===== config.mk =====
export PLATFORM = sky130hd
export DESIGN_NAME = msl_status_latch
export DESIGN_NICKNAME = d
export VERILOG_FILES = /design/src/verilog/msl_pkg.sv /design/src/verilog/msl_id_change.sv /design/src/verilog/msl_status_latch.sv
export VERILOG_INCLUDE_DIRS = /design/src /design/src/verilog
export SDC_FILE = /design/constraint.sdc
export NUM_CORES = 1
export LEC_CHECK = 0
export CAP_MARGIN = 25
export CORE_AREA = 5 5 158 160
export DETAILED_ROUTE_END_ITERATION = 6
export DIE_AREA = 0 0 163 165
export DONT_BUFFER_PORTS = 1
export SLEW_MARGIN = 30
export SYNTH_ARGS = -nofsm -noshare
export SYNTH_HDL_FRONTEND = slang
export SYNTH_SLANG_ARGS = --single-unit

===== constraint.sdc =====
create_clock -name CLOCK_I -period 1.8 [get_ports CLOCK_I]
set_input_delay 0.09 -clock CLOCK_I [delete_from_list [all_inputs] [get_ports CLOCK_I]]
set_output_delay 0.09 -clock CLOCK_I [all_outputs]
set_load 0.02 [all_outputs]

===== src/verilog/msl_map.svh =====
`ifndef MSL_MAP_SVH
`define MSL_MAP_SVH

// register offsets on the management bus
`define MSL_PRIMARY_ADDR 8'h41
`define MSL_SECONDARY_ADDR 8'h42
`define MSL_STATUS_RESET 8'h00

// primary register fields
`define MSL_P_VOLT_LO 0
`define MSL_P_VOLT_HI 3
`define MSL_P_TEMP_LO 4
`define MSL_P_TEMP_HI 6
`define MSL_P_ANY_SEC 7

// secondary register fields
`define MSL_S_TWELVE 0
`define MSL_S_OVERTEMP 1
`define MSL_S_FAN_LO 2
`define MSL_S_FAN_HI 4
`define MSL_S_FAN4 5
`define MSL_S_DIODE1 6
`define MSL_S_DIODE2 7

// tach limit values that disable fault reporting
`define MSL_TACH_ALL_ONES 16'hFFFF
`define MSL_TACH_ALL_ZEROS 16'h0000

// id change look-back window
`define MSL_ID_WINDOW_NS 11000
`define MSL_CLOCK_PERIOD_NS 40
`define MSL_ID_WINDOW_CYCLES (`MSL_ID_WINDOW_NS / `MSL_CLOCK_PERIOD_NS)

`endif


===== src/verilog/msl_pkg.sv =====
package msl_pkg;

    typedef struct packed {
        logic [7:0] reading;
        logic [7:0] low_limit;
        logic [7:0] high_limit;
    } msl_channel_t;

    typedef struct packed {
        logic [15:0] count;
        logic [15:0] min_limit;
        logic drive_on;
        logic valid;
    } msl_fan_t;

    typedef struct packed {
        logic rd_strobe;
        logic [7:0] addr;
    } msl_host_rd_t;

    typedef enum logic [1:0] {
        MSL_ID_IDLE = 2'b01,
        MSL_ID_WAIT = 2'b10
    } msl_id_state_t;

endpackage : msl_pkg


===== src/verilog/msl_id_change.sv =====
`timescale 1ns/100ps
`include "msl_map.svh"

// flags a change of the six id inputs against their value one
// window earlier; samples are taken once per window so a glitch
// shorter than the window may go unseen
module msl_id_change
    import msl_pkg::*;
(
    input wire logic clock_i,
    input wire logic rst_n_i,
    input wire logic enable_i,
    input wire logic [5:0] id_i,
    output logic change_o
);

    localparam int WINDOW = (`MSL_ID_WINDOW_CYCLES < 1) ? 1 :
        `MSL_ID_WINDOW_CYCLES;

    logic [9:0] count;
    logic [5:0] snapshot;
    msl_id_state_t state;

    always_ff @(posedge clock_i or negedge rst_n_i) begin
        if (!rst_n_i) begin
            state <= MSL_ID_IDLE;
            count <= 10'h000;
            snapshot <= 6'h00;
        end else begin
            unique case (state)
                MSL_ID_IDLE: begin
                    if (enable_i) begin
                        snapshot <= id_i;
                        count <= 10'h000;
                        state <= MSL_ID_WAIT;
                    end
                end
                MSL_ID_WAIT: begin
                    if (!enable_i) begin
                        state <= MSL_ID_IDLE;
                    end else if (count == 10'(WINDOW - 1)) begin
                        snapshot <= id_i;
                        count <= 10'h000;
                    end else begin
                        count <= count + 10'h001;
                    end
                end
                default: state <= MSL_ID_IDLE;
            endcase
        end
    end

    always_ff @(posedge clock_i or negedge rst_n_i) begin
        if (!rst_n_i) begin
            change_o <= 1'b0;
        end else begin
            change_o <= (state == MSL_ID_WAIT) && enable_i &&
                (count == 10'(WINDOW - 1)) && (id_i != snapshot);
        end
    end

endmodule : msl_id_change


===== src/verilog/msl_status_latch.sv =====
`timescale 1ns/100ps
`include "msl_map.svh"

// Summary of operation
// - voltage limit faults set primary bits 0-3
// - temperature limit faults set primary bits 4-6
// - read clears bit only if fault gone
// - primary bit 7 is OR of secondary
// - secondary bit 0 flags twelve volt fault
// - id mode: bit 0 flags id change
// - overtemperature sets secondary bit 1
// - overtemp clears below threshold minus hysteresis
// - fans one to three set bits 2-4
// - no fan fault while its drive off
// - bit 5 fan four, off with drive three
// - timer mode: bit 5 flags time limit
// - bits 6,7 flag diode faults
// - both registers zero after power-on
// - high is greater, low is at-or-below
// - all-ones or all-zeros tach limit suppresses
module msl_status_latch
    import msl_pkg::*;
(
    input wire logic CLOCK_I,
    input wire logic RST_N_I,
    input wire logic EVAL_I,
    input wire msl_channel_t [3:0] VOLT_I,
    input wire msl_channel_t TWELVE_I,
    input wire msl_channel_t [2:0] TEMP_I,
    input wire msl_fan_t [3:0] FAN_I,
    input wire logic [7:0] OVERTEMP_READING_I,
    input wire logic [7:0] OVERTEMP_THRESHOLD_I,
    input wire logic [7:0] OVERTEMP_HYSTERESIS_I,
    input wire logic ID_MODE_I,
    input wire logic [5:0] VOLTAGE_ID_I,
    input wire logic TIMER_MODE_I,
    input wire logic [15:0] ASSERT_TIME_I,
    input wire logic [15:0] ASSERT_LIMIT_I,
    input wire logic [1:0] DIODE_FAULT_I,
    input wire msl_host_rd_t HOST_RD_I,
    input wire logic HOST_WR_I,
    output logic [7:0] RD_DATA_O,
    output logic ANY_SECONDARY_EVENT_O
);

    // ****************************************************************
    // limit compare helpers
    // ****************************************************************
    function automatic logic out_of_limit(input msl_channel_t ch);
        out_of_limit = (ch.reading > ch.high_limit) ||
            (ch.reading <= ch.low_limit);
    endfunction : out_of_limit

    function automatic logic fan_fault(input msl_fan_t f,
                                       input logic drive_on);
        fan_fault = f.valid && drive_on &&
            (f.min_limit != `MSL_TACH_ALL_ONES) &&
            (f.min_limit != `MSL_TACH_ALL_ZEROS) &&
            (f.count > f.min_limit);
    endfunction : fan_fault

    // ****************************************************************
    // fault conditions
    // ****************************************************************
    logic [7:0] primary_cond;
    logic [7:0] secondary_cond;
    logic id_change;
    logic overtemp_active;
    logic [7:0] overtemp_release;

    msl_id_change u_id_change (
        .clock_i(CLOCK_I),
        .rst_n_i(RST_N_I),
        .enable_i(ID_MODE_I),
        .id_i(VOLTAGE_ID_I),
        .change_o(id_change)
    );

    // release point saturates at zero so a large hysteresis cannot wrap
    assign overtemp_release = (OVERTEMP_HYSTERESIS_I > OVERTEMP_THRESHOLD_I)
        ? 8'h00 : OVERTEMP_THRESHOLD_I - OVERTEMP_HYSTERESIS_I;

    // overtemp condition holds from crossing until below release point
    always_ff @(posedge CLOCK_I or negedge RST_N_I) begin
        if (!RST_N_I) begin
            overtemp_active <= 1'b0;
        end else if (EVAL_I) begin
            if (OVERTEMP_READING_I > OVERTEMP_THRESHOLD_I) begin
                overtemp_active <= 1'b1;
            end else if (OVERTEMP_READING_I < overtemp_release) begin
                overtemp_active <= 1'b0;
            end
        end
    end

    genvar gi;
    generate
        for (gi = 0; gi < 4; gi++) begin : g_volt
            assign primary_cond[`MSL_P_VOLT_LO + gi] =
                out_of_limit(VOLT_I[gi]);
        end
        for (gi = 0; gi < 3; gi++) begin : g_temp
            assign primary_cond[`MSL_P_TEMP_LO + gi] =
                out_of_limit(TEMP_I[gi]);
        end
        for (gi = 0; gi < 3; gi++) begin : g_fan
            assign secondary_cond[`MSL_S_FAN_LO + gi] =
                fan_fault(FAN_I[gi], FAN_I[gi].drive_on);
        end
    endgenerate
    assign primary_cond[`MSL_P_ANY_SEC] = 1'b0;

    // id change is an event, not a level, so a read clears it unless a new change arrives in that cycle
    assign secondary_cond[`MSL_S_TWELVE] = ID_MODE_I ? id_change :
        out_of_limit(TWELVE_I);
    // the crossing itself counts too: the held flag only turns on at the
    // same evaluation edge, one cycle too late to be latched by that pulse
    assign secondary_cond[`MSL_S_OVERTEMP] = overtemp_active |
        (OVERTEMP_READING_I > OVERTEMP_THRESHOLD_I);
    assign secondary_cond[`MSL_S_FAN4] = TIMER_MODE_I ?
        (ASSERT_TIME_I > ASSERT_LIMIT_I) :
        fan_fault(FAN_I[3], FAN_I[2].drive_on);
    assign secondary_cond[`MSL_S_DIODE1] = DIODE_FAULT_I[0];
    assign secondary_cond[`MSL_S_DIODE2] = DIODE_FAULT_I[1];

    // ****************************************************************
    // latched status
    // ****************************************************************
    logic [6:0] primary_event_status;
    logic [7:0] secondary_event_status;
    logic [7:0] primary_set;
    logic [7:0] secondary_set;
    logic rd_primary;
    logic rd_secondary;

    // conditions count only at an evaluation point, except an id change, which sets secondary bit 0 on any cycle
    assign primary_set = EVAL_I ? primary_cond : 8'h00;
    assign secondary_set = EVAL_I ? secondary_cond :
        {7'h00, ID_MODE_I & id_change};
    assign rd_primary = HOST_RD_I.rd_strobe &&
        (HOST_RD_I.addr == `MSL_PRIMARY_ADDR);
    assign rd_secondary = HOST_RD_I.rd_strobe &&
        (HOST_RD_I.addr == `MSL_SECONDARY_ADDR);

    // a write strobe has no path into the latches
    always_ff @(posedge CLOCK_I or negedge RST_N_I) begin
        if (!RST_N_I) begin
            primary_event_status <= 7'(`MSL_STATUS_RESET);
        end else if (rd_primary) begin
            // set wins over clear; persisting faults stay set
            primary_event_status <= primary_set[6:0] |
                primary_cond[6:0];
        end else begin
            primary_event_status <= primary_event_status |
                primary_set[6:0];
        end
    end

    always_ff @(posedge CLOCK_I or negedge RST_N_I) begin
        if (!RST_N_I) begin
            secondary_event_status <= `MSL_STATUS_RESET;
        end else if (rd_secondary) begin
            secondary_event_status <= secondary_set |
                (secondary_cond & 8'hFE) |
                {7'h00, ~ID_MODE_I & secondary_cond[0]};
        end else begin
            secondary_event_status <= secondary_event_status |
                secondary_set;
        end
    end

    assign ANY_SECONDARY_EVENT_O = |secondary_event_status;

    // ****************************************************************
    // read data
    // ****************************************************************
    always_ff @(posedge CLOCK_I or negedge RST_N_I) begin
        if (!RST_N_I) begin
            RD_DATA_O <= `MSL_STATUS_RESET;
        end else if (rd_primary) begin
            RD_DATA_O <= {|secondary_event_status,
                primary_event_status};
        end else if (rd_secondary) begin
            RD_DATA_O <= secondary_event_status;
        end
    end

endmodule : msl_status_latch

### Word-level counts from Yosys, hierarchy flattened

Index checks and enable logic that the tools add are counted.

| storage, ports and cells | value |
|---|---|
| bits in registers | 43 |
| bits in latches | 0 |
| memory bits (writable) | 0 |
| bits in read-only memories | 0 |
| memories kept | 0 |

| operators by class | value |
|---|---|
| add/sub/neg operators | 2 |
| multiply operators | 0 |
| divide/modulo/power cells | 0 |
| order comparisons | 24 |
| equality and inequality tests | 14 |
| shifts and indexed selects | 0 |
| mux-type cells | 22 |
| bitwise operators | 9 |
| reduce and logical (&&, ||, !) cells | 41 |

Operator list:

| operator | number |
|---|---|
| 16-bit > comparator | 5 |
| 8-bit > comparator | 10 |
| 8-bit <= comparator | 8 |
| 16-bit != test (second input constant) | 4 |
| 16-bit nonzero test | 4 |
| 8-bit two-way mux | 5 |
| 10-bit two-way mux | 3 |
| 1-bit logical AND | 21 |
| 10-bit case mux with 2 select lines | 1 |
| 6-bit two-way mux | 3 |
| 8-bit by 7-bit == test with 1-bit output (second input constant) | 2 |
| 8-bit bitwise OR | 2 |
| 7-bit two-way mux | 2 |
| 7-bit bitwise OR | 2 |
| 6-bit case mux with 2 select lines | 1 |
| 10-bit by 1-bit adder with 10-bit output (second input constant) | 1 |
| 10-bit by 9-bit == test with 1-bit output (second input constant) | 1 |
| 1-bit logical OR | 8 |
| 8-bit less-than comparator | 1 |
| 2-bit != test (second input constant) | 4 |
| 8-bit by 1-bit bitwise OR with 8-bit output | 1 |
| 8-bit OR reduction | 1 |
| 8-bit subtractor | 1 |
| 6-bit != test | 1 |
| other kinds (12) | 20 |

### Logic depth before layout (Yosys ltp)

| logic depth | value |
|---|---|
| depth in word-level cells | 9 |
| gate-level depth with buffers | 15 |
| gate-level depth less buffers | 15 |

### Cells and area by module

Synthesis repeated with hierarchy kept, for this count alone.

| second synthesis, totals | value |
|---|---|
| cells, all modules | 1055 |
| area, all modules | 8234.1 µm² |

By module, submodules not included:

| module | times used | cells each | area each (µm²) |
|---|---|---|---|
| msl_status_latch | 1 | 957 | 7176.9 |
| msl_id_change | 1 | 98 | 1057.3 |

### Worst setup path before layout

Ideal clock, no wire load.

| timing path | value |
|---|---|
| path type | input -> register |
| from | input port OVERTEMP_THRESHOLD_I[0] |
| to | register overtemp_active |
| setup time | 0.121 ns |
| data arrival time | 2.388 ns |
| setup slack | -0.709 ns |
| stages | 14 |
| buffers on the path | 0 |
| path through | inv_1 ha_1 fa_1 nor2b_1 o2111ai_1 a31oi_1 nand3_1 ha_1 a21oi_1 nor2b_1 o21ai_0 o2111ai_1 nor2_1 o2bb2ai_1 |

| between the ends | value |
|---|---|
| cells in the longest elaborated chain, start to end | 5 |
| elaborated cells on any way between the ends | 8 |
| classes of those cells | add/sub (1); order compare (3); mux (2); reduce/logical (2) |

Ends and longest elaborated chain:

| what | RTL line | source |
|---|---|---|
| from (decl) | msl_status_latch.sv:32 | `input wire logic [7:0] OVERTEMP_THRESHOLD_I,` |
| 8-bit subtractor or 8-bit > comparator (tied branches) | msl_status_latch.sv:81, msl_status_latch.sv:80 |  |
| 8-bit two-way mux | msl_status_latch.sv:81 | `? 8'h00 : OVERTEMP_THRESHOLD_I - OVERTEMP_HYSTERESIS_I;` |
| 8-bit less-than comparator | msl_status_latch.sv:90 | `end else if (OVERTEMP_READING_I < overtemp_release) begin` |
| 2-bit nonzero test (no line) | - |  |
| 2-bit AND reduction (no line) | - |  |
| to (signal assigned) | msl_status_latch.sv:86 | `overtemp_active <= 1'b0;` |
| to (signal assigned) | msl_status_latch.sv:89 | `overtemp_active <= 1'b1;` |
| to (signal assigned) | msl_status_latch.sv:91 | `overtemp_active <= 1'b0;` |
| to (decl) | msl_status_latch.sv:68 | `logic overtemp_active;` |

Parallel ways exist; a longest one is shown, timed or not.
A chain may end at the register's enable or synchronous reset.

### Worst setup path in the final report

Same ends and word-level chain as after synthesis.

==> results.ini <==
[power]
fin_total_pwr_mw = 3.87
power.combinational.fraction = 0.449
static-leakage-power_nw = 4.86
total_switching_power_mw = 1.42
seq_power_share = 0.302
switching_share = 0.368
power.clock.fraction = 0.249
worst_ir_drop_vdd_uv = 303
internal_power_mw = 2.44
power.density_mw_per_mm2 = 415

[logic_synthesis]
yosys_warnings = 0
synth-async-reset-ratio = 1.00
syn-instance-count = 1051
synth.net_count = 1692
synth_top_area_share = 0.360
yosys.cell_types.count = 61
edff_count_synth = 0
post_synth.cell_area_avg_um2 = 7.71
ys_seq_elements = 43
synthDominantAreaCellType = ha_1
synthesis.area_mm2 = 0.00811
ys_top_cells_by_area = ha_1 (36%), dfrtp_1 (13%), inv_1 (11%)
yosysSeqAreaShare = 0.133
postSynth.topFlopCell = dfrtp_1
synth_top_cells_by_count = ha_1 (233), inv_1 (233), a21oi_1 (90)

[timing]
fin_setup_tns_ns = -0.228
fin_worst_skew_ns = 0.0112
final_period_minus_worst_setup_slack_ns = 2.03
final.setup.worst_slack_ns = -0.228
layout_worst_path_cycle_share = 1.13
tightestPinTransition_ns = 0.469
relSlewSlack = 0.687
rsz0062_at_grt = yes
slew_viol_final = 0
max_freq_mhz = 493
finalHoldViolCount = 0
setup_viol = 1

[clock_tree]
root_buffer = clkbuf_16
clock_tree.buffer_depth = 2
clock_latency_ns = 0.30
cts.sinks = 43
cts_tree = built
cts_htree_levels = 2
clkTransAtPathRegs_ns = 0.07
cts-buffers-inserted = 5

[final_layout]
syn2layout_area_growth_pct = 15.0
final-instance-count-excl-fill = 1424
design.final.nets = 1744
final_layout_size_suffix_gt1_frac = 0.0806

[routing]
initialDrtViolationCount = 254
dr_total_vias = 7691
avg_vias_per_cell = 5.40
routedWlPerCell_um = 18.5
route.final.wire_length_um = 26300
drt-pass1-iter-count = 5
post-route-drc-count = 0
drt.antenna.violating_nets = 0

[setup_path]
kind_of_critical_path = in2reg
worstPathMaxFanout = 3
worst_r2r_path_depth = 5
worstPathRequired_ns = 2.02
start_kind = primary input
worst_ep_arrival_time_ns = 2.24
worstSetupEndpointType = flop

[floorplan]
total_die_area_mm2 = 0.0269
fp-row-count = 56
dieHeight_um = 165
i_o_pin_count = 416
die_w_um = 163
design.core.area_mm2 = 0.0233
initial_utilization = 0.348

[global_route]
grt_start_max_net_pins = 44
number_of_antenna_violations_at_the_first_check_in_global_routing = 1
number_of_global_route_vias_before_repair = 8015
grt.total_usage = 0.184
grt_pass1_wl_um = 39800
globalRouteOverflowTotal = 0

[place]
dp.final_hpwl_um = 23500
place_congestion = 0.945
io_buffer_count = 0
place.detailed.instances = 1394

[job]
cap_viol_max_count = 0

[worst_hold_path]
hold_class = in2reg
worst_hold_stages = 2

[status]
failed_checks = negative setup slack
outcome = finished with violations

## metrics by stage
| step | area [µm²] | setup WS, ns | util | hold WS (ns) |
|---|---|---|---|---|
| after floorplan | 8140 | -0.508 | - | -0.206 |
| after global placement | 8740 | -0.639 | 0.376 | -0.203 |
| after detailed placement | 8740 | -0.658 | 0.376 | -0.204 |
| after CTS | 9190 | -0.212 | 0.395 | 0.0198 |
| after global routing | 9330 | -0.394 | 0.401 | 0.0282 |
| final | 9330 | -0.228 | 0.401 | 0.0321 |
## logic make-up (layout without fill, tap and decap cells)
group / count (synthesis) / after routing / synth area share
xor+xnor: 9 / 9 / 0.00972
flops: 43 / 43 / 0.133
compound gates: 245 / 245 / 0.184
buf+inv: 240 / 293 / 0.111
fa+ha+maj: 234 / 234 / 0.362
other cells: 0 / 1 / 0
mux: 14 / 14 / 0.0182
simple gates: 266 / 266 / 0.181
## cell type report
class | instances | area, µm²
Timing Repair Buffer | 52 | 445
Tap cell | 319 | 399
Inverter | 233 | 890
Multi-Input combinational cell | 768 | 6360
Antenna cell | 1 | 2.50
Clock inverter | 3 | 26.3
Fill cell | 2403 | 13900
Clock buffer | 5 | 125
Sequential cell | 43 | 1080
## worst max-delay path: stages
cell,delay [ns]
inv_8,0.01
ha_4,0.14
fa_2,0.36
nor2b_4,0.16
o2111ai_4,0.14
a31oi_4,0.21
buf_4,0.15
buf_4,0.10
nand3_2,0.10
ha_4,0.28
nand4_1,0.12
o2111ai_2,0.19
nor2_1,0.06
o2bb2ai_1,0.13
## worst paths after layout
path | endpoint | slack, ns | from
setup / recovery | overtemp_active$_DFFE_PN0P_ | -0.23 | OVERTEMP_THRESHOLD_I[0]
hold / removal | secondary_event_status[5]$_DFF_PN0_ | 0.03 | TIMER_MODE_I
setup reg to reg | u_id_change.snapshot[3]$_DFFE_PN0P_ | 0.08 | u_id_change.count[3]$_DFFE_PN0P_
hold reg to reg | primary_event_status[6]$_DFF_PN0_ | 0.51 | primary_event_status[6]$_DFF_PN0_
max in group asynchronous | u_id_change.state[0]$_DFFE_PN1P_ | 1.23 | RST_N_I
min in group asynchronous | u_id_change.snapshot[1]$_DFFE_PN0P_ | 0.31 | RST_N_I
## power groups by stage
stage	clock network, mW	logic, mW	registers [mW]
5_1_grt	1.05	2.01	1.18
3_3_place_gp	0	1.49	1.19
6_report	0.963	1.73	1.17
2_1_floorplan	0	1.16	1.16
4_1_cts	1.01	1.66	1.17
3_5_place_dp	0	1.53	1.19
## sequential cells by signal, indices dropped and copies added (netlist names)
signal                  count
overtemp_active             1
u_id_change.snapshot        6
u_id_change.count          10
u_id_change.state           2
u_id_change.change_o        1
secondary_event_status      8
RD_DATA_O                   8
primary_event_status        7
## placed cells by master (no fill, tap or decap), drive strengths merged, types with 7 or more instances in the layout
| cell | count |
|---|---|
| nand3 | 28 |
| inv | 235 |
| nor2b | 27 |
| nor4 | 22 |
| nor2 | 36 |
| o211ai | 20 |
| nand4 | 68 |
| a21o | 14 |
| a211oi | 10 |
| nand2b | 9 |
| mux2i | 8 |
| o21a | 8 |
| o21ai | 58 |
| dfrtp | 42 |
| dlygate4sd3 | 14 |
| ha | 233 |
| o22ai | 10 |
| nor3 | 7 |
| buf | 38 |
| a21oi | 90 |
| nand2 | 40 |
| a22o | 9 |
## what timing repair did
action | in CTS | in global routing
resized for setup | 18 | 20
setup buffers | 6 | 1
pin swaps | 21 | 6
endpoints found under the hold margin | 57 | 1
endpoints found under the setup margin | 1 | 9
hold buffers | 14 | 1
gates cloned | 0 | 0
## layer usage
metal / vias to the layer above / routed length, µm / track usage / share of wire
met5: - / 0 / 0 / 0
met2: 283 / 13200 / 0.345 / 0.50
met4: 0 / 471 / 0.0446 / 0.018
li1: 3881 / - / - / -
met1: 3503 / 10600 / 0.207 / 0.40
met3: 24 / 2090 / 0.0464 / 0.079
(Power assumes the default switching activity.)
